==> config.mk <==
export PLATFORM = sky130hd
export DESIGN_NAME = battery_status_flag_logic
export DESIGN_NICKNAME = d
export VERILOG_FILES = /design/src/battery_status_pkg.sv /design/src/battery_status_flag_logic.sv /design/src/hold_timer.sv
export VERILOG_INCLUDE_DIRS = /design/src
export SDC_FILE = /design/constraint.sdc
export NUM_CORES = 1
export LEC_CHECK = 0
export BUFFER_PORTS_ARGS = -buffer_cell sky130_fd_sc_hd__buf_2
export CAP_MARGIN = 40
export CORE_ASPECT_RATIO = 0.9
export CORE_UTILIZATION = 54
export CTS_BUF_LIST = sky130_fd_sc_hd__clkbuf_2
export DETAILED_ROUTE_END_ITERATION = 8
export GPL_ROUTABILITY_DRIVEN = 0
export PLACE_DENSITY = 0.88
export SYNTH_ARGS = -nofsm -noshare
export SYNTH_HDL_FRONTEND = slang
export SYNTH_SLANG_ARGS = --single-unit
==> constraint.sdc <==
create_clock -name sys_clk -period 3 [get_ports sys_clk]
set_input_delay 0.15 -clock sys_clk [delete_from_list [all_inputs] [get_ports sys_clk]]
set_output_delay 0.15 -clock sys_clk [all_outputs]
set_load 0.02 [all_outputs]
==> src/battery_status_regs.svh <==
// register constants, thresholds and timing counts for the status word logic
`ifndef BATTERY_STATUS_REGS_SVH
`define BATTERY_STATUS_REGS_SVH

`define STATUS_WORD_CMD       8'h16
`define ALARM_WORD_CMD        8'h16
`define BIT_OVERCHARGE        15
`define BIT_CHARGE_STOP       14
`define BIT_OVERTEMP          12
`define BIT_DISCHARGE_STOP    11
`define BIT_CAP_ALARM         9
`define BIT_TIME_ALARM        8
`define BIT_GAUGE_READY       7
`define BIT_DISCHARGING       6
`define BIT_FULL              5
`define BIT_EMPTY             4
`define STATUS_RESET          16'h0040
`define CRITICAL_MASK         16'hd800

`define OVERCHARGE_MARGIN_MAH 16'h012c
`define CELL_OV_MV            16'h109a
`define CELL_OV_RECOVER_MV    16'h1036
`define CELL_UV_MV            16'h09c4
`define CELL_UV_RECOVER_MV    16'h0bb8
`define CHG_OC_MA             16'h07d0
`define DSG_OC_MA             16'h109a
`define OC_RECOVER_MA         16'h00c8
`define CHG_OT_C              8'h3a
`define CHG_OT_RECOVER_C      8'h37
`define DSG_OT_C              8'h4b
`define DSG_OT_RECOVER_C      8'h41
`define FULL_CLEAR_PCT        8'h5f
`define EMPTY_CLEAR_PCT       8'h14
`define EMPTY_SET_PCT         8'h00
`define DSG_CLEAR_PCT         8'h01

`define CLK_HZ                10000000
`define OC_RECOVER_SEC        70
`define BROADCAST_SEC         10
`define OC_RECOVER_CYCLES     (`OC_RECOVER_SEC * `CLK_HZ)
`define BROADCAST_CYCLES      (`BROADCAST_SEC * `CLK_HZ)

`endif

==> src/battery_status_pkg.sv <==
// types for the pack status word logic
`default_nettype none
package battery_status_pkg;
  typedef logic [15:0] word_type;
  typedef enum logic [1:0] {
    OT_NONE,
    OT_CHARGE,
    OT_DISCHARGE
  } overtemp_type;
endpackage : battery_status_pkg
`default_nettype wire

==> src/battery_status_flag_logic.sv <==
// status and alarm flags of the pack status word
`include "battery_status_regs.svh"
`default_nettype none
module battery_status_flag_logic #(
  parameter int unsigned OC_RECOVER_CYCLES = `OC_RECOVER_CYCLES,
  parameter int unsigned BROADCAST_CYCLES  = `BROADCAST_CYCLES
) (
  // clock, reset, enable
  input  wire logic                         sys_clk,
  input  wire logic                         rst_b,
  input  wire logic                         clkEn,
  // gauge quantities, same clock domain
  input  wire logic [15:0]                  capacity_left,
  input  wire logic [15:0]                  capacity_when_full,
  input  wire logic [7:0]                   charge_percent,
  input  wire logic [15:0]                  capacity_threshold,
  input  wire logic [15:0]                  runtime_left,
  input  wire logic [15:0]                  runtime_threshold,
  input  wire logic [15:0]                  maxCellMv,
  input  wire logic [15:0]                  minCellMv,
  input  wire logic [15:0]                  chargeMa,
  input  wire logic [15:0]                  dischargeMa,
  input  wire logic [15:0]                  dischargedMahDelta,
  input  wire logic [7:0]                   tempC,
  input  wire logic                         chargeMode,
  input  wire logic                         chargeTermination,
  input  wire logic                         gaugeInitDone,
  // command port of the bus engine
  input  wire logic                         cmdRead,
  input  wire logic [7:0]                   cmdCode,
  output logic                              readValid,
  output logic [15:0]                       readData,
  // broadcast request to the bus master engine
  output logic                              broadcastReq,
  input  wire logic                         broadcastAck,
  output logic [7:0]                        broadcastCmd,
  output battery_status_pkg::word_type      alarm_broadcast_word,
  // protection switch controls
  output logic                              chargeSwitchOff,
  output logic                              dischargeSwitchOff,
  // the status word itself
  output battery_status_pkg::word_type      pack_status_word
);

  // ****************************************************************
  // state
  // ****************************************************************
  logic overcharge_alarm;
  logic charge_stop_alarm;
  logic discharge_stop_alarm;
  logic overTempAlarm;
  logic capAlarm;
  logic timeAlarm;
  logic full_flag;
  logic empty_flag;
  logic discharging;
  logic gauge_ready_flag;
  logic [16:0] dischargedSum;
  logic [31:0] broadcastTimer;
  battery_status_pkg::overtemp_type otCause;

  // fault causes latched for bits 14 and 11
  logic covActive, occActive, otcActive;
  logic cuvActive, ocdActive, otdActive;

  // ****************************************************************
  // detection
  // ****************************************************************
  logic [16:0] overchargeLimit;
  logic        cell_overvoltage, charge_overcurrent, charge_overheat;
  logic        cell_undervoltage, discharge_overcurrent, discharge_overheat;
  logic        chgOcRecovered, dsgOcRecovered;

  assign overchargeLimit = {1'b0, capacity_when_full}
                         + {1'b0, `OVERCHARGE_MARGIN_MAH};
  assign cell_overvoltage      = maxCellMv >= `CELL_OV_MV;
  assign charge_overcurrent    = chargeMa >= `CHG_OC_MA;
  assign charge_overheat       = chargeMode && tempC >= `CHG_OT_C;
  assign cell_undervoltage     = minCellMv <= `CELL_UV_MV;
  assign discharge_overcurrent = dischargeMa >= `DSG_OC_MA;
  assign discharge_overheat    = tempC >= `DSG_OT_C;

  hold_timer #(.CYCLES(OC_RECOVER_CYCLES)) chgOcTimer (
    .sys_clk (sys_clk),
    .rst_b   (rst_b),
    .clkEn   (clkEn),
    .cond    (chargeMa <= `OC_RECOVER_MA),
    .expired (chgOcRecovered)
  );

  hold_timer #(.CYCLES(OC_RECOVER_CYCLES)) dsgOcTimer (
    .sys_clk (sys_clk),
    .rst_b   (rst_b),
    .clkEn   (clkEn),
    .cond    (dischargeMa <= `OC_RECOVER_MA),
    .expired (dsgOcRecovered)
  );

  // ****************************************************************
  // overcharge alarm
  // ****************************************************************
  always_ff @(posedge sys_clk or negedge rst_b) begin
    if (!rst_b) begin
      overcharge_alarm <= 1'b0;
      dischargedSum    <= 17'h0;
    end else if (clkEn) begin
      if ({1'b0, capacity_left} > overchargeLimit) begin
        overcharge_alarm <= 1'b1;
        dischargedSum    <= 17'h0;
      end else if (overcharge_alarm) begin
        if (chargeMode) begin
          dischargedSum <= 17'h0;
        end else if (dischargedSum + {1'b0, dischargedMahDelta}
                     >= {1'b0, `OVERCHARGE_MARGIN_MAH}) begin
          overcharge_alarm <= 1'b0;
          dischargedSum    <= 17'h0;
        end else begin
          dischargedSum <= dischargedSum + {1'b0, dischargedMahDelta};
        end
      end
    end
  end

  // ****************************************************************
  // charge stop alarm, set beats clear
  // ****************************************************************
  always_ff @(posedge sys_clk or negedge rst_b) begin
    if (!rst_b) begin
      covActive <= 1'b0;
      occActive <= 1'b0;
      otcActive <= 1'b0;
      charge_stop_alarm <= 1'b0;
    end else if (clkEn) begin
      if (cell_overvoltage) covActive <= 1'b1;
      else if (maxCellMv <= `CELL_OV_RECOVER_MV) covActive <= 1'b0;
      if (charge_overcurrent) occActive <= 1'b1;
      else if (chgOcRecovered) occActive <= 1'b0;
      if (charge_overheat) otcActive <= 1'b1;
      else if (tempC <= `CHG_OT_RECOVER_C) otcActive <= 1'b0;
      if (chargeTermination || cell_overvoltage || charge_overcurrent
          || charge_overheat) begin
        charge_stop_alarm <= 1'b1;
      end else if (charge_percent <= `FULL_CLEAR_PCT
                   || (covActive && maxCellMv <= `CELL_OV_RECOVER_MV)
                   || (occActive && chgOcRecovered)
                   || (otcActive && tempC <= `CHG_OT_RECOVER_C)) begin
        charge_stop_alarm <= 1'b0;
      end
    end
  end

  // ****************************************************************
  // over-temperature alarm
  // ****************************************************************
  always_ff @(posedge sys_clk or negedge rst_b) begin
    if (!rst_b) begin
      otCause <= battery_status_pkg::OT_NONE;
    end else if (clkEn) begin
      if (discharge_overheat && !chargeMode) begin
        otCause <= battery_status_pkg::OT_DISCHARGE;
      end else if (charge_overheat) begin
        otCause <= battery_status_pkg::OT_CHARGE;
      end else begin
        unique case (otCause)
          battery_status_pkg::OT_CHARGE: begin
            if (tempC <= `CHG_OT_RECOVER_C)
              otCause <= battery_status_pkg::OT_NONE;
          end
          battery_status_pkg::OT_DISCHARGE: begin
            if (tempC <= `DSG_OT_RECOVER_C)
              otCause <= battery_status_pkg::OT_NONE;
          end
          battery_status_pkg::OT_NONE: begin
          end
          default: otCause <= battery_status_pkg::OT_NONE;
        endcase
      end
    end
  end

  assign overTempAlarm      = otCause != battery_status_pkg::OT_NONE;
  assign chargeSwitchOff    = otCause == battery_status_pkg::OT_CHARGE;
  assign dischargeSwitchOff = otCause
                           == battery_status_pkg::OT_DISCHARGE;

  // ****************************************************************
  // discharge stop alarm
  // ****************************************************************
  always_ff @(posedge sys_clk or negedge rst_b) begin
    if (!rst_b) begin
      cuvActive <= 1'b0;
      ocdActive <= 1'b0;
      otdActive <= 1'b0;
      discharge_stop_alarm <= 1'b0;
    end else if (clkEn) begin
      if (cell_undervoltage) cuvActive <= 1'b1;
      else if (minCellMv >= `CELL_UV_RECOVER_MV) cuvActive <= 1'b0;
      if (discharge_overcurrent) ocdActive <= 1'b1;
      else if (dsgOcRecovered) ocdActive <= 1'b0;
      if (discharge_overheat) otdActive <= 1'b1;
      else if (tempC <= `DSG_OT_RECOVER_C) otdActive <= 1'b0;
      if (charge_percent <= `EMPTY_SET_PCT || cell_undervoltage
          || discharge_overcurrent || discharge_overheat) begin
        discharge_stop_alarm <= 1'b1;
      end else if (charge_percent >= `DSG_CLEAR_PCT
                   || (cuvActive && minCellMv >= `CELL_UV_RECOVER_MV)
                   || (ocdActive && dsgOcRecovered)
                   || (otdActive && tempC <= `DSG_OT_RECOVER_C)) begin
        discharge_stop_alarm <= 1'b0;
      end
    end
  end

  // ****************************************************************
  // user alarms and status flags
  // ****************************************************************
  always_ff @(posedge sys_clk or negedge rst_b) begin
    if (!rst_b) begin
      capAlarm         <= 1'b0;
      timeAlarm        <= 1'b0;
      discharging      <= 1'b1;
      gauge_ready_flag <= 1'b0;
    end else if (clkEn) begin
      capAlarm  <= capacity_threshold != 16'h0
                && capacity_left < capacity_threshold;
      timeAlarm <= runtime_threshold != 16'h0
                && runtime_left < runtime_threshold;
      discharging      <= !chargeMode;
      gauge_ready_flag <= gaugeInitDone;
    end
  end

  always_ff @(posedge sys_clk or negedge rst_b) begin
    if (!rst_b) begin
      full_flag  <= 1'b0;
      empty_flag <= 1'b0;
    end else if (clkEn) begin
      if (chargeTermination) full_flag <= 1'b1;
      else if (charge_percent <= `FULL_CLEAR_PCT) full_flag <= 1'b0;
      if (charge_percent <= `EMPTY_SET_PCT) empty_flag <= 1'b1;
      else if (charge_percent >= `EMPTY_CLEAR_PCT) empty_flag <= 1'b0;
    end
  end

  // ****************************************************************
  // status word assembly, reserved bits zero
  // ****************************************************************
  always_comb begin
    pack_status_word = 16'h0;
    pack_status_word[`BIT_OVERCHARGE]     = overcharge_alarm;
    pack_status_word[`BIT_CHARGE_STOP]    = charge_stop_alarm;
    pack_status_word[`BIT_OVERTEMP]       = overTempAlarm;
    pack_status_word[`BIT_DISCHARGE_STOP] = discharge_stop_alarm;
    pack_status_word[`BIT_CAP_ALARM]      = capAlarm;
    pack_status_word[`BIT_TIME_ALARM]     = timeAlarm;
    pack_status_word[`BIT_GAUGE_READY]    = gauge_ready_flag;
    pack_status_word[`BIT_DISCHARGING]    = discharging;
    pack_status_word[`BIT_FULL]           = full_flag;
    pack_status_word[`BIT_EMPTY]          = empty_flag;
  end

  // ****************************************************************
  // read command answer
  // ****************************************************************
  always_ff @(posedge sys_clk or negedge rst_b) begin
    if (!rst_b) begin
      readValid <= 1'b0;
      readData  <= 16'h0;
    end else if (clkEn) begin
      readValid <= cmdRead;
      if (cmdRead) begin
        readData <= (cmdCode == `STATUS_WORD_CMD) ? pack_status_word
                                                   : 16'h0;
      end
    end
  end

  // ****************************************************************
  // critical alarm broadcast
  // ****************************************************************
  logic critical;
  assign critical     = (pack_status_word & `CRITICAL_MASK) != 16'h0;
  assign broadcastCmd = `ALARM_WORD_CMD;

  always_ff @(posedge sys_clk or negedge rst_b) begin
    if (!rst_b) begin
      broadcastReq         <= 1'b0;
      broadcastTimer       <= 32'h0;
      alarm_broadcast_word <= 16'h0;
    end else if (clkEn) begin
      if (broadcastReq && broadcastAck) broadcastReq <= 1'b0;
      if (!critical) begin
        broadcastTimer <= 32'h0;
      end else if (broadcastTimer == 32'h0) begin
        broadcastReq         <= 1'b1;
        alarm_broadcast_word <= pack_status_word;
        broadcastTimer       <= 32'(BROADCAST_CYCLES - 1);
      end else begin
        broadcastTimer <= broadcastTimer - 32'h1;
      end
    end
  end
endmodule : battery_status_flag_logic
`default_nettype wire

==> src/hold_timer.sv <==
// counts how long a condition has held continuously
`default_nettype none
module hold_timer #(
  parameter int unsigned CYCLES = 700000000
) (
  // clock and reset
  input  wire logic sys_clk,
  input  wire logic rst_b,
  input  wire logic clkEn,
  // condition and result
  input  wire logic cond,
  output logic      expired
);
  logic [31:0] count;

  always_ff @(posedge sys_clk or negedge rst_b) begin
    if (!rst_b) begin
      count   <= 32'h0;
      expired <= 1'b0;
    end else if (clkEn) begin
      if (!cond) begin
        count   <= 32'h0;
        expired <= 1'b0;
      end else if (count >= 32'(CYCLES - 1)) begin
        expired <= 1'b1;
      end else begin
        count <= count + 32'h1;
      end
    end
  end
endmodule : hold_timer
`default_nettype wire

==> report_table.html <==
<table>
<tr><th>Metric</th><th>Value</th></tr>
<tr><th colspan="2">Timing</th></tr>
<tr><td>Layout Skew</td><td>0.0250 ns</td></tr>
<tr><td>Final cycle utilization of the critical path</td><td>0.972</td></tr>
<tr><td>Final setup violation count</td><td>0</td></tr>
<tr><td>Final min period</td><td>2.92 ns</td></tr>
<tr><td>Hold violation total from the final report</td><td>0</td></tr>
<tr><td>Worst setup slack after layout</td><td>0.0840 ns</td></tr>
<tr><td>Number of pins exceeding their max-slew limit in the final report</td><td>0</td></tr>
<tr><td>Worst slew slack as a fraction of its limit</td><td>0.454</td></tr>
<tr><td>Maximum achievable frequency</td><td>0.343 GHz</td></tr>
<tr><td>Worst Max-Slew Pin Slew</td><td>0.814 ns</td></tr>
<tr><th colspan="2">Worst setup path</th></tr>
<tr><td>Kind of cell with the highest combined delay on the critical path</td><td>buffers and inverters</td></tr>
<tr><td>Required time of the critical path</td><td>3.61 ns</td></tr>
<tr><td>Highest net fanout along the worst path</td><td>1</td></tr>
<tr><td>Kind of start point of the critical path</td><td>input port</td></tr>
<tr><td>Max incr delay on CP</td><td>0.56 ns</td></tr>
<tr><td>CP bufs+invs</td><td>6</td></tr>
<tr><td>Worst setup startpoint</td><td>runtime_left[8]</td></tr>
<tr><td>Startpoint of the lowest-slack register-to-register path</td><td>dischargedSum[0]</td></tr>
<tr><td>Worst Setup End Kind</td><td>flop</td></tr>
<tr><td>Arr. time, crit path</td><td>3.52 ns</td></tr>
<tr><td>List of cells traversed by the critical path</td><td>dlygate4sd3_1 -&gt; buf_2 -&gt; ha_1 -&gt; dlygate4sd3_1 -&gt; nand4_1 -&gt; dlygate4sd3_1 -&gt; nor2_1 -&gt; dlygate4sd3_1 -&gt; a21oi_1 -&gt; dlygate4sd3_1</td></tr>
<tr><td>Cell with the biggest individual delay on the critical path</td><td>sky130_fd_sc_hd__dlygate4sd3_1</td></tr>
<tr><td>Most frequent CP cell</td><td>sky130_fd_sc_hd__dlygate4sd3_1</td></tr>
<tr><td>Worst Path Class, Setup</td><td>input port to flop</td></tr>
<tr><th colspan="2">Drt</th></tr>
<tr><td>Via total after detailed routing</td><td>9,163</td></tr>
<tr><td>Total Routed Length</td><td>25,200 µm</td></tr>
<tr><td>Iteration-0 DRC Markers</td><td>702</td></tr>
<tr><td>Count of nets left with antenna violations after detail routing</td><td>0</td></tr>
<tr><td>DR vias/cell</td><td>6.01</td></tr>
<tr><td>Iteration count of the initial detailed-routing pass</td><td>5</td></tr>
<tr><td>Drc violations</td><td>0</td></tr>
<tr><td>Routed wirelength normalized by instance count</td><td>16.5 µm</td></tr>
<tr><th colspan="2">GRT</th></tr>
<tr><td>Total global-route track usage</td><td>0.305</td></tr>
<tr><td>Maximum number of pins on one net before global-route repair</td><td>59</td></tr>
<tr><td>Global-route wire length before repair</td><td>40,400 µm</td></tr>
<tr><td>Antenna violations before repair</td><td>1</td></tr>
<tr><td>Residual overflow from global routing</td><td>0</td></tr>
<tr><td>Via count of the first global-routing pass</td><td>8,733</td></tr>
<tr><th colspan="2">Layout</th></tr>
<tr><td>Post-layout util</td><td>0.679</td></tr>
<tr><td>Commonest cells after routing, fill and taps aside</td><td>sky130_fd_sc_hd__buf_2, sky130_fd_sc_hd__dfrtp_1, sky130_fd_sc_hd__a21oi_1, sky130_fd_sc_hd__nand2_1, sky130_fd_sc_hd__inv_1</td></tr>
<tr><td>Area growth from synthesis to final layout</td><td>23.3%</td></tr>
<tr><td>Number of nets in the layout</td><td>1,564</td></tr>
<tr><td>Most frequent standard cell in the layout excluding fill and tap cells</td><td>sky130_fd_sc_hd__buf_2</td></tr>
<tr><td>Area used by multi-input combinational logic</td><td>5340 µm²</td></tr>
<tr><td>Share of cells above drive strength 1</td><td>0.257</td></tr>
<tr><td>Post-route non-filler standard cell count</td><td>1,525</td></tr>
<tr><td>Fillers</td><td>1,252</td></tr>
<tr><td>Register Area</td><td>2950 µm²</td></tr>
<tr><th colspan="2">Synth</th></tr>
<tr><td>Avg Cell Area, Syn</td><td>8.62 µm²</td></tr>
<tr><td>Async set or reset register ratio after synthesis</td><td>1.00</td></tr>
<tr><td>Predominant post-synthesis flop cell</td><td>sky130_fd_sc_hd__dfrtp_1</td></tr>
<tr><td>Synth Instances</td><td>1,030</td></tr>
<tr><td>Cell area after synthesis</td><td>8880 µm²</td></tr>
<tr><td>Distinct cell type count after synthesis</td><td>84</td></tr>
<tr><td>Count of flip-flops with a built-in enable after synthesis</td><td>0</td></tr>
<tr><td>Flip-flop and latch count after synthesis</td><td>118</td></tr>
<tr><td>Warnings, synthesis</td><td>0</td></tr>
<tr><td>Share of the yosys chip area belonging to registers</td><td>0.333</td></tr>
<tr><th colspan="2">Die</th></tr>
<tr><td>I/O Pins</td><td>252</td></tr>
<tr><td>Core area</td><td>16,100 µm²</td></tr>
<tr><td>Area of the die</td><td>17,000 µm²</td></tr>
<tr><td>FP Rows</td><td>44</td></tr>
<tr><td>Effective utilization at floorplan</td><td>0.550</td></tr>
<tr><td>Die W</td><td>137 µm</td></tr>
<tr><td>Vertical die dimension</td><td>124 µm</td></tr>
<tr><th colspan="2">Hold path</th></tr>
<tr><td>Hold WC Path Type</td><td>input port to flop</td></tr>
<tr><td>Worst min-delay path startpoint</td><td>chargeMa[7]</td></tr>
<tr><th colspan="2">Clocking</th></tr>
<tr><td>Insertion delay to the later sink of the worst-skew pair</td><td>0.72 ns</td></tr>
<tr><td>Max Buffers Root-to-Sink</td><td>2</td></tr>
<tr><td>Clk root buf</td><td>sky130_fd_sc_hd__clkbuf_2</td></tr>
<tr><td>Clock buffers created by TritonCTS</td><td>17</td></tr>
<tr><td>Clock sink count</td><td>118</td></tr>
<tr><td>TritonCTS clock tree</td><td>built</td></tr>
<tr><td>H-tree level count</td><td>4</td></tr>
<tr><td>Clock transition at path regs</td><td>0.18 ns</td></tr>
<tr><th colspan="2">Power and ir drop</th></tr>
<tr><td>Pwr/cell area</td><td>355 nW/µm²</td></tr>
<tr><td>Final Power</td><td>0.00389 W</td></tr>
<tr><td>Maximum resistive drop on vdd</td><td>0.253 mV</td></tr>
<tr><td>Static leakage</td><td>5.40 nW</td></tr>
<tr><th colspan="2">Run status</th></tr>
<tr><td>Result of the run</td><td>completed</td></tr>
<tr><th colspan="2">Flow run</th></tr>
<tr><td>Total of max-cap violations</td><td>0</td></tr>
<tr><th colspan="2">Placed design</th></tr>
<tr><td>Placed Cells incl. Taps</td><td>1,441</td></tr>
<tr><td>Number of buffer cells added on primary ports</td><td>224</td></tr>
<tr><td>HPWL reported at the end of detailed placement</td><td>18,400 µm</td></tr>
<tr><td>Worst slack at placement</td><td>-0.108 ns</td></tr>
</table>
-- flip-flops by register name (all words and copies together), names as in the netlist --
register	cells
capAlarm	1
dischargedSum	17
timeAlarm	1
gauge_ready_flag	1
readValid	1
otCause	2
charge_stop_alarm	1
occActive	1
otcActive	1
covActive	1
full_flag	1
alarm_broadcast_word	10
chgOcTimer.count	32
readData	10
discharge_stop_alarm	1
broadcastTimer	32
chgOcTimer.expired	1
discharging	1
empty_flag	1
broadcastReq	1
overcharge_alarm	1
-- power by group --
group / switching, W / internal [W] / total (W)
clock network: 0.000620 / 0.000367 / 0.000988
registers: 0.000132 / 0.00170 / 0.00183
logic: 0.000604 / 0.000468 / 0.00107
-- synth_stat cells, types with 16 or more instances --
| cell type | instances | share of area |
|---|---|---|
| sky130_fd_sc_hd__xnor2_1 | 18 | 0.018 |
| sky130_fd_sc_hd__nor2_1 | 59 | 0.025 |
| sky130_fd_sc_hd__nor3_1 | 20 | 0.011 |
| sky130_fd_sc_hd__buf_4 | 36 | 0.030 |
| sky130_fd_sc_hd__nand3_1 | 35 | 0.020 |
| sky130_fd_sc_hd__clkbuf_1 | 26 | 0.011 |
| sky130_fd_sc_hd__and3_1 | 20 | 0.014 |
| sky130_fd_sc_hd__or3_1 | 21 | 0.015 |
| sky130_fd_sc_hd__nand4_1 | 22 | 0.015 |
| sky130_fd_sc_hd__a21o_1 | 26 | 0.022 |
| sky130_fd_sc_hd__o21ai_0 | 66 | 0.037 |
| sky130_fd_sc_hd__nor4_1 | 16 | 0.011 |
| sky130_fd_sc_hd__inv_1 | 70 | 0.030 |
| sky130_fd_sc_hd__nand2_1 | 81 | 0.034 |
| sky130_fd_sc_hd__ha_1 | 66 | 0.093 |
| sky130_fd_sc_hd__a21oi_1 | 86 | 0.048 |
| sky130_fd_sc_hd__dfrtp_1 | 117 | 0.33 |
-- final cells by class --
class | count | share of cell area
multi-input combinational | 789 | 0.488
sequential | 118 | 0.270
timing repair buffer | 308 | 0.175
inverter | 71 | 0.0243
tap | 207 | 0.0237
clock inverter | 12 | 0.0103
clock buffer | 19 | 0.00869
antenna | 1 | 0.000229
-- routing by layer --
metal | wire length [µm] | up-vias | track usage
met5 | 0 | - | 0
li1 | - | 4291 | -
met3 | 1820 | 75 | 0.0663
met2 | 12400 | 448 | 0.529
met4 | 827 | 0 | 0.144
met1 | 10100 | 4349 | 0.360
-- metrics by stage --
stage / setup TNS (ns) / cell area [µm²] / hold slack [ns]
detailed placement: -1.26 / 10200 / 0.116
finish: 0 / 10900 / 0.0984
global route: -0.0196 / 10900 / 0.0501
floorplan: 0 / 8970 / -0.146
global placement: 0 / 10200 / 0.111
CTS: 0 / 10900 / 0.0316
-- cell families (layout without fill, tap and decap cells) --
family / Yosys count / count (layout) / share of synthesized area
xor gates and xnor gates: 29 / 29 / 0.0286
DFF: 118 / 118 / 0.333
and+or+nand+nor: 347 / 347 / 0.216
AOI/OAI and AO/OA: 311 / 311 / 0.234
other: 2 / 27 / 0.000846
muxes: 9 / 9 / 0.0114
buffers and inverters: 147 / 410 / 0.0812
adders and majority gates: 67 / 67 / 0.0953
-- worst paths after layout --
kind / end / slack [ns] / cells after the start
worst min-delay path: chgOcTimer.count[0] / 0.1 / 5
worst max-delay path: timeAlarm / 0.08 / 10
max in group asynchronous: discharging / 2.06 / 4
worst min register to register: broadcastReq / 0.48 / 2
worst max register to register: dischargedSum[5] / 0.13 / 12
min in group asynchronous: broadcastTimer[14] / 0.48 / 4
-- worst register-to-register path: stages (launching register included) --
cell,delay [ns]
sky130_fd_sc_hd__dfrtp_1,0.41
sky130_fd_sc_hd__ha_2,0.21
sky130_fd_sc_hd__inv_1,0.06
sky130_fd_sc_hd__fa_1,0.39
sky130_fd_sc_hd__nand2b_1,0.19
sky130_fd_sc_hd__a211oi_2,0.19
sky130_fd_sc_hd__buf_4,0.16
sky130_fd_sc_hd__o21ai_0,0.14
sky130_fd_sc_hd__a41o_1,0.27
sky130_fd_sc_hd__nor4_1,0.27
sky130_fd_sc_hd__nand4_1,0.17
sky130_fd_sc_hd__buf_6,0.19
sky130_fd_sc_hd__o2bb2ai_1,0.16
-- repair_timing --
| item | CTS | global route |
|---|---|---|
| hold buffers | 49 | 3 |
| setup endpoints to repair | 8 | 11 |
| pin swaps | 0 | 3 |
| resized for setup | 1 | 9 |
| hold endpoints to repair | 149 | 1 |
| setup buffers | 0 | 1 |
Note: power is estimated with default switching activity, not from simulation.
